`src/shared/pmbs_defs.svh`:
```
// Purpose: Timing figures, counter widths and codes of the boot sequencer
// Assumes: Master clock of 250 MHz
// Notes:   Cycle counts derive from the times below
`ifndef PMBS_DEFS_SVH
`define PMBS_DEFS_SVH

// ==========================================================
// Clock and times
`define PMBS_MCLK_MHZ     250
`define PMBS_T_STARTUP_US 15500
`define PMBS_T_SLEEP_US   2600
`define PMBS_T_OFF_US     2700
`define PMBS_T_HRST_US    5000

// ==========================================================
// Counters
`define PMBS_CNT_W        22
`define PMBS_CNT_ZERO     22'h000000
`define PMBS_CNT_ONE      22'h000001
`define PMBS_DIV_W        4
`define PMBS_DIV_ZERO     4'h0
`define PMBS_DIV_ONE      4'h1
`define PMBS_DIV_LAST     4'hF

// ==========================================================
// Synchroniser lanes
`define PMBS_NSYNC        5
`define PMBS_SY_SUPPLY    0
`define PMBS_SY_XTAL      1
`define PMBS_SY_SEL       2
`define PMBS_SY_WAKE      3
`define PMBS_SY_HRST      4
`define PMBS_SY_ZERO      5'h00

// ==========================================================
// Event codes
`define PMBS_EVT_W        8
`define PMBS_EVT_NONE     8'h00
`define PMBS_EVT_IDLE     8'h01

`endif

```
`src/shared/pmbs_pkg.sv`:
```
// Purpose: Types of the power mode boot sequencer
// Assumes: Included after pmbs_defs.svh
// Notes:   States and power modes carry no explicit codes
package pmbs_pkg;

  typedef enum logic [2:0] {
    S_RC_START,
    S_SUPPLY_CHK,
    S_XTAL_WAIT,
    S_IDLE,
    S_SLEEP,
    S_OFF,
    S_HOST_RST
  } pmbs_state_t;

  typedef enum logic [1:0] {
    PM_BOOT,
    PM_STANDBY,
    PM_RETENTION,
    PM_OFF
  } pmbs_pmode_t;

  typedef struct packed {
    logic rc_en;
    logic xtal_en;
    logic clk_xtal;
    logic main_en;
    logic logic_vlow;
  } pmbs_osc_t;

endpackage

```
`src/logic/pmbs_seq.sv`:
```
// Purpose: Start-up and power mode sequencer of a low-energy radio controller
// Assumes: i_mclk runs free from an always-on source; analog status on pins
// Notes:   Waits are typical times; xtal ready must also be seen
//
// Function
// - At power-up run RC oscillator first, clocking the supply check.
// - Enable crystal only after supply good; switch to crystal after startup.
// - On crystal clock reaching logic, enter idle and send idle event.
// - Power mode follows chip state only; host cannot pick it directly.
// - Standby: crystal runs as main clock, RC oscillator also active.
// - Retention: crystal stopped, RC running, logic supply lowered, state kept.
// - Off: all oscillators stopped, logic supply lowered, state kept.
// - Power-up to standby takes typically 15.5 ms.
// - Back to standby: 2.6 ms from retention, 2.7 ms from off in UART mode; SPI wake from off goes to retention first.
// - Idle is the default state after any reset completes.
// - Host reset pin held at least 5 ms reboots device, then idle event.
// - UART: wake pin high restarts oscillators, enters idle, sends event.
// - Sleep chip state uses the retention power mode.
`timescale 1ns/1ps
`include "pmbs_defs.svh"

module pmbs_seq #(
  parameter int P_T_STARTUP_CYC = `PMBS_T_STARTUP_US * `PMBS_MCLK_MHZ,
  parameter int P_T_SLEEP_CYC   = `PMBS_T_SLEEP_US * `PMBS_MCLK_MHZ,
  parameter int P_T_OFF_CYC     = `PMBS_T_OFF_US * `PMBS_MCLK_MHZ,
  parameter int P_T_HRST_CYC    = `PMBS_T_HRST_US * `PMBS_MCLK_MHZ
) (
  input  wire logic                    i_mclk,
  input  wire logic                    i_reset,
  input  wire logic                    i_supply_ok,
  input  wire logic                    i_xtal_ready,
  input  wire logic                    i_sel_spi,
  input  wire logic                    i_wake_request_pin,
  input  wire logic                    i_host_rst_pin,
  input  wire logic                    i_sleep_req,
  input  wire logic                    i_off_req,
  input  wire logic                    i_spi_wake,
  input  wire logic                    i_evt_ack,
  output logic                         o_chk_clk_en,
  output pmbs_pkg::pmbs_osc_t          o_osc,
  output pmbs_pkg::pmbs_pmode_t        o_power_mode,
  output logic                         o_evt_valid,
  output logic [`PMBS_EVT_W-1:0]       o_evt_code,
  output logic                         o_evt_spi
);
  import pmbs_pkg::*;

  localparam logic [`PMBS_CNT_W-1:0] C_STARTUP = P_T_STARTUP_CYC[`PMBS_CNT_W-1:0];
  localparam logic [`PMBS_CNT_W-1:0] C_SLEEP   = P_T_SLEEP_CYC[`PMBS_CNT_W-1:0];
  localparam logic [`PMBS_CNT_W-1:0] C_OFF     = P_T_OFF_CYC[`PMBS_CNT_W-1:0];
  localparam logic [`PMBS_CNT_W-1:0] C_HRST    = P_T_HRST_CYC[`PMBS_CNT_W-1:0];

  // ==========================================================
  // Input synchronisers
  logic [`PMBS_NSYNC-1:0] sy;
  logic                   sup_ok;
  logic                   xtal_rdy;
  logic                   sel_spi;
  logic                   wake;
  logic                   hrst;

  pmbs_sync u_sync (
    .i_mclk  (i_mclk),
    .i_reset (i_reset),
    .i_async ({i_host_rst_pin, i_wake_request_pin, i_sel_spi, i_xtal_ready, i_supply_ok}),
    .o_level (sy)
  );

  assign sup_ok   = sy[`PMBS_SY_SUPPLY];
  assign xtal_rdy = sy[`PMBS_SY_XTAL];
  assign sel_spi  = sy[`PMBS_SY_SEL];
  assign wake     = sy[`PMBS_SY_WAKE];
  assign hrst     = sy[`PMBS_SY_HRST];

  // ==========================================================
  // Sequencer state
  pmbs_state_t                 state_r;
  pmbs_state_t                 state_nxt;
  logic [`PMBS_CNT_W-1:0]      cnt_r;
  logic [`PMBS_CNT_W-1:0]      cnt_nxt;
  logic [`PMBS_CNT_W-1:0]      budget_r;
  logic [`PMBS_CNT_W-1:0]      budget_nxt;
  logic [`PMBS_CNT_W-1:0]      hcnt_r;
  logic [`PMBS_CNT_W-1:0]      hcnt_nxt;
  logic [`PMBS_DIV_W-1:0]      div_r;
  logic [`PMBS_DIV_W-1:0]      div_nxt;
  logic                        wake_r;
  logic                        wake_rise;
  logic                        xtal_stable;
  logic                        chk_nxt;
  pmbs_osc_t                   osc_nxt;
  pmbs_pmode_t                 pm_nxt;
  logic                        evt_nxt;
  logic [`PMBS_EVT_W-1:0]      code_nxt;
  logic                        spi_nxt;

  assign wake_rise   = wake && !wake_r;
  assign xtal_stable = xtal_rdy && (cnt_r >= budget_r);

  always_comb begin
    state_nxt  = state_r;
    cnt_nxt    = (cnt_r == C_STARTUP) ? cnt_r : cnt_r + `PMBS_CNT_ONE;
    budget_nxt = budget_r;
    hcnt_nxt   = hrst ? ((hcnt_r == C_HRST) ? hcnt_r : hcnt_r + `PMBS_CNT_ONE)
                      : `PMBS_CNT_ZERO;
    div_nxt    = `PMBS_DIV_ZERO;
    evt_nxt    = o_evt_valid && !i_evt_ack;
    code_nxt   = o_evt_code;
    spi_nxt    = o_evt_spi;
    unique case (state_r)
      S_RC_START: begin
        state_nxt  = S_SUPPLY_CHK;
        budget_nxt = C_STARTUP;
      end
      S_SUPPLY_CHK: begin
        div_nxt = div_r + `PMBS_DIV_ONE;
        if (sup_ok) begin
          state_nxt = S_XTAL_WAIT;
        end
      end
      S_XTAL_WAIT: begin
        if (xtal_stable) begin
          state_nxt = S_IDLE;
          evt_nxt   = 1'b1;
          code_nxt  = `PMBS_EVT_IDLE;
          spi_nxt   = sel_spi;
        end
      end
      S_IDLE: begin
        if (i_off_req) begin
          state_nxt = S_OFF;
        end else if (i_sleep_req) begin
          state_nxt = S_SLEEP;
        end
      end
      S_SLEEP: begin
        if ((!sel_spi && wake_rise) || (sel_spi && i_spi_wake)) begin
          state_nxt  = S_XTAL_WAIT;
          cnt_nxt    = `PMBS_CNT_ZERO;
          budget_nxt = C_SLEEP;
        end
      end
      S_OFF: begin
        if (!sel_spi && wake_rise) begin
          state_nxt  = S_XTAL_WAIT;
          cnt_nxt    = `PMBS_CNT_ZERO;
          budget_nxt = C_OFF;
        end else if (sel_spi && i_spi_wake) begin
          state_nxt = S_SLEEP;
        end
      end
      S_HOST_RST: begin
        evt_nxt = 1'b0;
        if (!hrst) begin
          state_nxt = S_RC_START;
          cnt_nxt   = `PMBS_CNT_ZERO;
        end
      end
    endcase
    if (hrst && hcnt_r == C_HRST) begin
      state_nxt = S_HOST_RST;
      cnt_nxt   = `PMBS_CNT_ZERO;
    end
    chk_nxt = (state_nxt == S_SUPPLY_CHK) && (div_nxt == `PMBS_DIV_LAST);
    // Power mode derived from state alone
    osc_nxt = '0;
    pm_nxt  = PM_BOOT;
    unique case (state_nxt)
      S_RC_START, S_SUPPLY_CHK: begin
        osc_nxt.rc_en = 1'b1;
        pm_nxt        = PM_BOOT;
      end
      S_XTAL_WAIT: begin
        osc_nxt.rc_en   = 1'b1;
        osc_nxt.xtal_en = 1'b1;
        pm_nxt          = PM_BOOT;
      end
      S_IDLE: begin
        osc_nxt = '{rc_en: 1'b1, xtal_en: 1'b1, clk_xtal: 1'b1, main_en: 1'b1,
                    logic_vlow: 1'b0};
        pm_nxt  = PM_STANDBY;
      end
      S_SLEEP: begin
        osc_nxt.rc_en      = 1'b1;
        osc_nxt.logic_vlow = 1'b1;
        pm_nxt             = PM_RETENTION;
      end
      S_OFF, S_HOST_RST: begin
        osc_nxt.logic_vlow = 1'b1;
        pm_nxt             = PM_OFF;
      end
    endcase
  end

  always_ff @(posedge i_mclk or posedge i_reset) begin
    if (i_reset) begin
      state_r      <= S_RC_START;
      cnt_r        <= `PMBS_CNT_ZERO;
      budget_r     <= `PMBS_CNT_ZERO;
      hcnt_r       <= `PMBS_CNT_ZERO;
      div_r        <= `PMBS_DIV_ZERO;
      wake_r       <= 1'b0;
      o_chk_clk_en <= 1'b0;
      o_osc        <= '0;
      o_power_mode <= PM_BOOT;
      o_evt_valid  <= 1'b0;
      o_evt_code   <= `PMBS_EVT_NONE;
      o_evt_spi    <= 1'b0;
    end else begin
      state_r      <= state_nxt;
      cnt_r        <= cnt_nxt;
      budget_r     <= budget_nxt;
      hcnt_r       <= hcnt_nxt;
      div_r        <= div_nxt;
      wake_r       <= wake;
      o_chk_clk_en <= chk_nxt;
      o_osc        <= osc_nxt;
      o_power_mode <= pm_nxt;
      o_evt_valid  <= evt_nxt;
      o_evt_code   <= code_nxt;
      o_evt_spi    <= spi_nxt;
    end
  end
endmodule

```
`src/logic/pmbs_sync.sv`:
```
// Purpose: Three-stage input synchroniser with agreement filter
// Assumes: Inputs asynchronous to i_mclk
// Notes:   Output changes once stages two and three agree
`timescale 1ns/1ps
`include "pmbs_defs.svh"

module pmbs_sync (
  input  wire logic                     i_mclk,
  input  wire logic                     i_reset,
  input  wire logic [`PMBS_NSYNC-1:0]   i_async,
  output logic      [`PMBS_NSYNC-1:0]   o_level
);
  import pmbs_pkg::*;

  logic [`PMBS_NSYNC-1:0] ff1_r;
  logic [`PMBS_NSYNC-1:0] ff2_r;
  logic [`PMBS_NSYNC-1:0] ff3_r;
  logic [`PMBS_NSYNC-1:0] lvl_nxt;

  genvar g;
  generate
    for (g = 0; g < `PMBS_NSYNC; g++) begin : g_bit
      always_comb begin
        lvl_nxt[g] = (ff2_r[g] == ff3_r[g]) ? ff3_r[g] : o_level[g];
      end
    end
  endgenerate

  always_ff @(posedge i_mclk or posedge i_reset) begin
    if (i_reset) begin
      ff1_r   <= `PMBS_SY_ZERO;
      ff2_r   <= `PMBS_SY_ZERO;
      ff3_r   <= `PMBS_SY_ZERO;
      o_level <= `PMBS_SY_ZERO;
    end else begin
      ff1_r   <= i_async;
      ff2_r   <= ff1_r;
      ff3_r   <= ff2_r;
      o_level <= lvl_nxt;
    end
  end

endmodule

```
`config.mk`:
```
export PLATFORM = sky130hd
export DESIGN_NAME = pmbs_seq
export DESIGN_NICKNAME = d
export VERILOG_FILES = /design/src/shared/pmbs_pkg.sv /design/src/logic/pmbs_seq.sv /design/src/logic/pmbs_sync.sv
export VERILOG_INCLUDE_DIRS = /design/src /design/src/shared
export SDC_FILE = /design/constraint.sdc
export NUM_CORES = 1
export LEC_CHECK = 0
export ABC_AREA = 1
export BUFFER_PORTS_ARGS = -buffer_cell sky130_fd_sc_hd__buf_2
export CORE_MARGIN = 1
export CORE_UTILIZATION = 55
export CTS_BUF_LIST = sky130_fd_sc_hd__clkbuf_8 sky130_fd_sc_hd__clkbuf_16
export DETAILED_ROUTE_END_ITERATION = 12
export GPL_ROUTABILITY_DRIVEN = 0
export PLACE_DENSITY = 0.73
export SKIP_LAST_GASP = 1
export SLEW_MARGIN = 30
export SYNTH_ARGS = -nofsm -noshare
export SYNTH_HDL_FRONTEND = slang
export SYNTH_SLANG_ARGS = --single-unit
```
`constraint.sdc`:
```
create_clock -name i_mclk -period 6.6 [get_ports i_mclk]
set_input_delay 1.32 -clock i_mclk [delete_from_list [all_inputs] [get_ports i_mclk]]
set_output_delay 1.32 -clock i_mclk [all_outputs]
set_load 0.005 [all_outputs]
```
======== Word-level counts from Yosys, hierarchy flattened ========
Cells that the tools add are included.
operators by class
  div/mod/pow operators ................... 0
  add/sub/neg operators ................... 3
  reductions and logical operators ........ 21
  bitwise gates (word level) .............. 0
  shifts and indexed selects .............. 0
  mux-type cells .......................... 29
  equal/unequal tests ..................... 23
  order comparisons ....................... 1
  multipliers ............................. 0
operators by type and width
  cell                   number
  $mux 22                9
  $pmux 22 s3            2
  $add 22x1->22 const B  2
  $mux 3                 9
  $eq 22x21->1 const B   1
  $eq 22x22->1 const B   1
  $ge 22x22->1           1
  $pmux 3 s7             1
  $eq 3x3->1 const B     6
  $eq 3x2->1 const B     4
  $pmux 2 s4             1
  $logic_and 1x1->1      7
  $eq 3x1->1 const B     2
  $logic_not 3->1        2
  $ne 2x2->1 const B     3
  $reduce_or 3->1        2
  $eq 1x1->1             5
  $reduce_or 5->1        1
  $add 4x1->4 const B    1
  $eq 4x4->1 const B     1
  $mux 1                 4
  $mux 4                 1
  $reduce_or 2->1        2
  $logic_not 1->1        3
  other kinds (6)        6
word-level totals
  memories kept ........................... 0
  register bits after elaboration ......... 105
  ROM bits ................................ 0
  latch bits .............................. 0
  word-level logic and storage cells ...... 101
  output and inout port bits .............. 18
  input bits .............................. 11
  RAM bits ................................ 0

======== Longest topological paths before layout ========
Gate-level depths: netlist (run 1).
  depth in word-level cells ............... 10
  mapped depth ............................ 14
  mapped depth without buffers ............ 14

======== By module ========
Synthesis (run 1) repeated with hierarchy kept, for this count alone.
second synthesis, totals
  cells, all modules ...................... 551
  area total of the unflattened synthesis .. 4669.5 um2
modules (own cells, without submodules)
  module     cells each  times used  area an instance (um2)  sequential area each (um2)
  pmbs_seq   510         1           4083.9                  1726.7
  pmbs_sync  41          1           585.6                   500.5

======== Worst setup path before layout (run 1) ========
OpenSTA, ideal clock, no wires.
  kind .................................... input -> register
  from .................................... in i_spi_wake
  to ...................................... reg cnt_r[19]
  slack ................................... 4.385 ns
  setup time .............................. 0.127 ns
  stages on the path ...................... 10
  data required time ...................... 6.473 ns
  arrival time ............................ 2.087 ns
  path through ............................ nand2_1 > nand3_1 > nand2_1 > nor2_2 > nand2_1 > nand2_1 > inv_2 > buf_6 > o21ai_1 > a21oi_1
between the ends
  longest elaborated chain between the ends .. 5
ends and longest elaborated chain
  element               line             source
  start, declared       pmbs_seq.sv:37   input wire logic i_spi_wake,
  $logic_and 1x1->1     pmbs_seq.sv:137  if ((!sel_spi && wake_rise) || (sel_spi && i_spi_wake)) begin
  $logic_or 1x1->1      pmbs_seq.sv:137
  $mux 22               pmbs_seq.sv:137
  $pmux 22 s3           pmbs_seq.sv:110  unique case (state_r)
  $mux 22               pmbs_seq.sv:160  if (hrst && hcnt_r == C_HRST) begin
  via cnt_nxt[19]       pmbs_seq.sv:80   logic [`PMBS_CNT_W-1:0] cnt_nxt;
  end signal, assigned  pmbs_seq.sv:198  cnt_r <= `PMBS_CNT_ZERO;
  end signal, assigned  pmbs_seq.sv:211  cnt_r <= cnt_nxt;
  end, declared         pmbs_seq.sv:79   logic [`PMBS_CNT_W-1:0] cnt_r;
The timed path passes the listed nets, and every way through them passes these cells.
A chain may end at the register's enable or synchronous reset.

======== Worst setup path in the final report (run 1) ========
  from .................................... in i_spi_wake
  to ...................................... reg cnt_r[3]
Same word-level chain as after synthesis.

==> reports/qor.txt, run 1 <==
Outcome -> completed
Number of diodes -> 0
Die H -> 93.3 um
Drt pass-1 iters -> 5
FF-to-FF End -> cnt_r[10]
Area growth syn-to-layout -> 7.72%
Starting density of the core -> 0.581
Setup TNS -> 0 ns
Clock Tree Buf Depth -> 2
Die ar. -> 0.00871 mm^2
Sw Ratio -> 0.362
Clock Skew -> 0.0121 ns
Slew HR -> 0.457
Critical Path Max Stage Delay -> 0.38 ns
Clk sinks -> 89
Yosys Warn Count -> 0
Drt wl/cell -> 13.9 um
Root Driver -> clkbuf_8
Worst-path maximum fanout -> 12
Final net count -> 582
CP Depth -> 10
Die W -> 93.3 um
Initial antenna violation count -> 0
P_int -> 0.000884 W
Worst vdd ir -> 199 uV
Via/cell ratio -> 5.41
Period minus WS final -> 2.40 ns
Critical-path top delay cell -> nand2_1
Cell taking the most area after synthesis -> dfrtp_1
Top cells by area, synth -> dfrtp_1 (49%), nand2_1 (6.5%), inv_1 (5.9%)
Clock slew at reported path FFs -> 0.10 ns
Clock latency on the worst-skew pair -> 0.37 ns
Seq cells post-synth -> 89
I/O Buffers -> 21
RSZ-0062 raised after global routing -> false
Sequential power share -> 0.477
Post-Route WL -> 9.10 mm
Hpwl dp -> 6.71 mm
Top delay family on crit path -> simple AND/OR/NAND/NOR gates
Share of cells above drive strength 1 -> 0.137
Synth Flop Type -> dfrtp_1
Antenna Nets Post-Route -> 0
CP dominant cell by count -> nand2_1
Crit share post-route -> 0.363
NetSw -> 0.000501 W
Final count of hold timing violations -> 0
R2R depth -> 8
Post-CTS Setup Repair Bufs -> 0
Post-Syn Area per Cell -> 8.73 um^2
Fmax -> 418 MHz
Crit-path cells -> buf_2 -> nand2_1 -> nand3_1 -> nand2_1 -> nor2_2 -> nand2_1 -> nand2_1 -> inv_2 -> o21ai_0 -> a21oi_1
Hold Crit Class -> reg2reg
Req. time, crit path -> 6.84 ns
Slew Viols, Final -> 0
R2r startpoint -> u_sync.o_level[4]
Synth Instances -> 525
Routed vias -> 3,557
Cell Rows -> 32
CTS Hold Bufs -> 0
Power Density -> 280 mW/mm^2
Core ar. -> 0.00789 mm^2
Setup violators final -> 0
Arrival @ worst endpoint -> 2.63 ns
DRC viols -> 0
Power Total -> 0.00138 W
Initial DRC count -> 202
Synth top area share -> 0.486
First-pass GRT wire length -> 15.6 mm
FF-to-FF setup slack -> 4.30 ns
I/O pin count -> 29
Worst Tran Pin Value -> 0.815 ns
Worst path bufs/invs -> 2
Cts bufs inserted -> 9
Maxcap violations -> 0
Most frequent cell after synthesis -> dfrtp_1
Seq/Total Area, Yosys -> 0.486
Post-CTS Resized -> 0
Leakage power -> 2.37 nW
Count of cell types in the netlist -> 42
Crit path launch -> i_spi_wake
Synth cell count leaders -> dfrtp_1 (89), nand2_1 (80), inv_1 (72), nor2_1 (55), a21oi_1 (39)
H-tree depth -> 3
Setup crit start kind -> input pin
Crit path kind -> in2reg
Largest net degree at the start of global routing -> 90
Kind of end point of the critical path -> register
Async set or reset register ratio after synthesis -> 1.00
Remaining global-route overflow -> 0
CTS tree -> yes
Clock share of power -> 0.265
Post-Syn Area -> 0.00459 mm^2
Setup crit end -> cnt_r[3]
Total Routing Usage GR -> 0.231
Vias in the first global route -> 3,415
EDFF count, synth -> 0
Logic pwr share -> 0.258
-- cell type report --
class / count / area [um^2]
clock buffers: 9 / 124
multi-input cells: 348 / 1970
clock inverters: 7 / 71.3
repair buffers: 22 / 116
inverters: 80 / 302
well taps: 102 / 128
fillers: 671 / 2950
flip-flops and latches: 89 / 2230
-- worst min path at each step --
stage                    start              end  slack, ns  cells after the start
2_1_floorplan  u_sync.ff1_r[0]  u_sync.ff2_r[0]       0.33                      0
3_3_place_gp   u_sync.ff1_r[1]  u_sync.ff2_r[1]       0.33                      0
3_5_place_dp   u_sync.ff1_r[3]  u_sync.ff2_r[3]       0.34                      0
4_1_cts        u_sync.ff1_r[1]  u_sync.ff2_r[1]       0.36                      0
5_1_grt        u_sync.ff1_r[0]  u_sync.ff2_r[0]       0.37                      0
6_report       u_sync.ff1_r[1]  u_sync.ff2_r[1]       0.36                      0
-- power groups by stage --
stage	Sequential [W]	Clock [W]	Combinational, W
2_1_floorplan	0.000658	0	0.000289
3_3_place_gp	0.000670	0	0.000341
3_5_place_dp	0.000672	0	0.000357
4_1_cts	0.000661	0.000376	0.000359
5_1_grt	0.000671	0.000396	0.000413
6_report	0.000661	0.000366	0.000358
-- routing by layer --
metal | part of all wire | vias to the layer above | wire length, um | track usage
met5 | 0 | - | 0 | 0
met4 | 0.016 | 0 | 148 | 0.105
met3 | 0.032 | 11 | 291 | 0.0309
met2 | 0.48 | 72 | 4410 | 0.373
met1 | 0.47 | 1707 | 4250 | 0.313
li1 | - | 1767 | - | -
-- per-stage QoR --
stage,cell area (um^2),hold slack (ns),instances,util,setup slack [ns]
after CTS,4940,0.361,657,0.626,4.22
after global routing,4940,0.369,657,0.626,3.99
final,4940,0.360,657,0.626,4.20
after detailed placement,4740,0.338,641,0.602,3.82
after global placement,4740,0.334,641,0.601,3.88
after floorplan,4610,0.331,531,-,2.97
-- registers in the layout (all words and copies together) (netlist names) --
name / count
u_sync.o_level: 5
div_r: 4
o_evt_spi: 1
budget_r: 7
u_sync.ff1_r: 5
o_evt_code: 1
o_osc: 4
o_power_mode: 2
o_chk_clk_en: 1
wake_r: 1
cnt_r: 22
state_r: 3
o_evt_valid: 1
u_sync.ff2_r: 5
u_sync.ff3_r: 5
hcnt_r: 22
-- logic make-up after synthesis --
logic type / count (synthesis) / share of synthesized area
xor+xnor: 8 / 0.0153
other cells: 1 / 0.000818
flops: 89 / 0.486
buf+inv: 94 / 0.0892
simple gates: 227 / 0.240
fa+ha+maj: 26 / 0.0682
compound gates: 80 / 0.101
-- layout by cell type, fill, tap and decap left out, types with 9 or more instances in the layout --
cell type / instances
a21oi_1: 39
nand3_1: 22
o21ai_0: 15
nand4_1: 18
ha_1: 21
nor2_2: 10
inv_1: 71
buf_2: 21
nor3_1: 15
nand2_1: 80
nor2_1: 55
clkbuf_8: 9
dfrtp_1: 89
(Power assumes the default switching activity.)
==> inputs of run 2 (changes only) <==
==> constraint.sdc (replaced) <==
create_clock -name i_mclk -period 2.3 [get_ports i_mclk]
set_input_delay 0.46 -clock i_mclk [delete_from_list [all_inputs] [get_ports i_mclk]]
set_output_delay 0.46 -clock i_mclk [all_outputs]
set_load 0.005 [all_outputs]
==> reports/qor.txt, run 2 (synthesized netlist as in run 1, its figures left out) <==
Commonest non-fill, non-tap cells in the layout -> dfrtp_1 (89), nand2_1 (80), inv_1 (71)
Final count of hold timing violations -> 0 (unchanged)
Root Driver -> clkbuf_8
Clock Skew -> 0.0132 ns (+0.00118 ns)
Drt wl/cell -> 14.0 um (+0.98%)
Arrival @ worst endpoint -> 2.13 ns (-0.50 ns)
Footprint of the multi-input gates -> 0.00197 mm^2 (unchanged)
Clock Tree Buf Depth -> 2 (unchanged)
Antenna Nets Post-Route -> 0 (unchanged)
Leakage power -> 2.41 nW (+1.4%)
Outcome -> completed
Via/cell ratio -> 5.32 (-1.8%)
Initial antenna violation count -> 0 (unchanged)
Total Routing Usage GR -> 0.234 (+0.00219)
I/O Buffers -> 21 (unchanged)
Slew Viols, Final -> 0 (unchanged)
Hpwl dp -> 6.81 mm (+1.5%)
Core ar. -> 0.00789 mm^2 (unchanged)
Post-CTS Resized -> 0 (unchanged)
Die ar. -> 0.00871 mm^2 (unchanged)
Setup TNS -> 0 ns (unchanged)
Setup crit end -> o_power_mode[0]
Commonest non-fill, non-tap cell in the layout -> dfrtp_1
Worst vdd ir -> 494 uV (+150%)
Power Total -> 0.00404 W (+190%)
Post-Route WL -> 9.26 mm (+1.7%)
CTS Hold Bufs -> 0 (unchanged)
Die W -> 93.3 um (unchanged)
Number of diodes -> 0 (unchanged)
Power Density -> 808 mW/mm^2 (+190%)
Period minus WS final -> 1.86 ns
FF-to-FF End -> o_power_mode[0]
RSZ-0062 raised after global routing -> false
Share of cells above drive strength 1 -> 0.145 (+0.00771)
Clock slew at reported path FFs -> 0.11 ns (about the same)
Crit share post-route -> 0.808
Kind of end point of the critical path -> register
Reg area -> 0.00223 mm^2 (unchanged)
Area growth syn-to-layout -> 8.95%
Crit path launch -> budget_r[17]
Drt pass-1 iters -> 4 (-1)
Setup crit start kind -> register
H-tree depth -> 3 (unchanged)
Largest net degree at the start of global routing -> 38 (-58%)
FF-to-FF setup slack -> 0.44 ns (-3.86 ns)
Top Registers -> cnt_r: 22 flops, hcnt_r: 22 flops, budget_r: 7 flops
Maxcap violations -> 0 (unchanged)
Placed cell area -> 0.00479 mm^2 (+1.0%)
Worst-path maximum fanout -> 6 (-6)
Clock latency on the worst-skew pair -> 0.37 ns (about the same)
R2R depth -> 14 (+6)
Req. time, crit path -> 2.57 ns (-4.27 ns)
Setup violators final -> 0 (unchanged)
Clk sinks -> 89 (unchanged)
Fmax -> 538 MHz
Routed vias -> 3,519 (-1.1%)
Remaining global-route overflow -> 0 (unchanged)
Initial DRC count -> 183 (-9.4%)
I/O pin count -> 29 (unchanged)
Final net count -> 587 (+0.86%)
First-pass GRT wire length -> 15.8 mm (+1.4%)
Crit path kind -> reg2reg
Hold Crit Class -> in2async
DRC viols -> 0 (unchanged)
Die H -> 93.3 um (unchanged)
Post-CTS Setup Repair Bufs -> 0 (unchanged)
R2r startpoint -> budget_r[17]
Filler cell count in the final layout -> 637 (-5.1%)
Worst Tran Pin Value -> 0.544 ns (-0.271 ns)
Cell Rows -> 32 (unchanged)
CTS tree -> yes
Cts bufs inserted -> 9 (unchanged)
Slew HR -> 0.637 (+0.180)
Starting density of the core -> 0.581 (unchanged)
Fin area -> 0.00500 mm^2 (+1.1%)
Vias in the first global route -> 3,521 (+3.1%)
==> run 2: worst min path at each step <==
| stage | startpoint | endpoint | cells past startpoint |
|---|---|---|---|
| final | i_reset | hcnt_r[15] | 2 |
| after detailed placement | u_sync.ff1_r[4] | u_sync.ff2_r[4] | 0 |
| after global routing | i_reset | hcnt_r[13] | 2 |
| after global placement | u_sync.ff1_r[1] | u_sync.ff2_r[1] | 0 |
| after CTS | i_reset | hcnt_r[13] | 2 |
| after floorplan | u_sync.ff1_r[0] | u_sync.ff2_r[0] | 0 |
==> run 2: layout make-up <==
class | instances | share of cell area
repair buffers | 27 | 0.0326
clock inverters | 7 | 0.0158
inverters | 80 | 0.0609
multi-input cells | 348 | 0.395
flip-flops and latches | 89 | 0.446
well taps | 102 | 0.0255
clock buffers | 9 | 0.0248
==> run 2: stage by stage <==
| stage | utilization | std cells | setup WS, ns | hold slack, ns |
|---|---|---|---|---|
| 2_1_floorplan | - | 531 | 0.742 | 0.331 |
| 3_3_place_gp | 0.608 | 646 | 0.523 | 0.332 |
| 3_5_place_dp | 0.608 | 646 | 0.431 | 0.338 |
| 4_1_cts | 0.633 | 662 | 0.434 | 0.117 |
| 5_1_grt | 0.633 | 662 | 0.285 | 0.157 |
| 6_report | 0.633 | 662 | 0.441 | 0.121 |
==> run 2: where the power goes <==
group	switching (W)	internal, W	total, W
Combinational	0.000672	0.000371	0.00104
Sequential	0.000138	0.00176	0.00189
Clock	0.000665	0.000434	0.00110
==> run 2: layer usage <==
| metal | wire length (um) | share of wire | global-route usage |
|---|---|---|---|
| met1 | 4340 | 0.47 | 0.297 |
| met2 | 4470 | 0.48 | 0.388 |
| met3 | 284 | 0.031 | 0.0431 |
| met4 | 163 | 0.018 | 0.104 |
| met5 | 0 | 0 | 0 |
==> run 2: worst max-delay path, cell delays in order, from the launching register on <==
cell and delay [ns]:
dfrtp_1 0.42, inv_1 0.14, ha_1 0.26, nand2_1 0.07, nand2_1 0.05, nor2_1 0.09, nand2_1 0.06, nand2_1 0.06
nand3_1 0.06, nand2_1 0.06, nand2_1 0.07, nand2_1 0.17, nand2_1 0.10, nand2_1 0.11, nand2_1 0.05
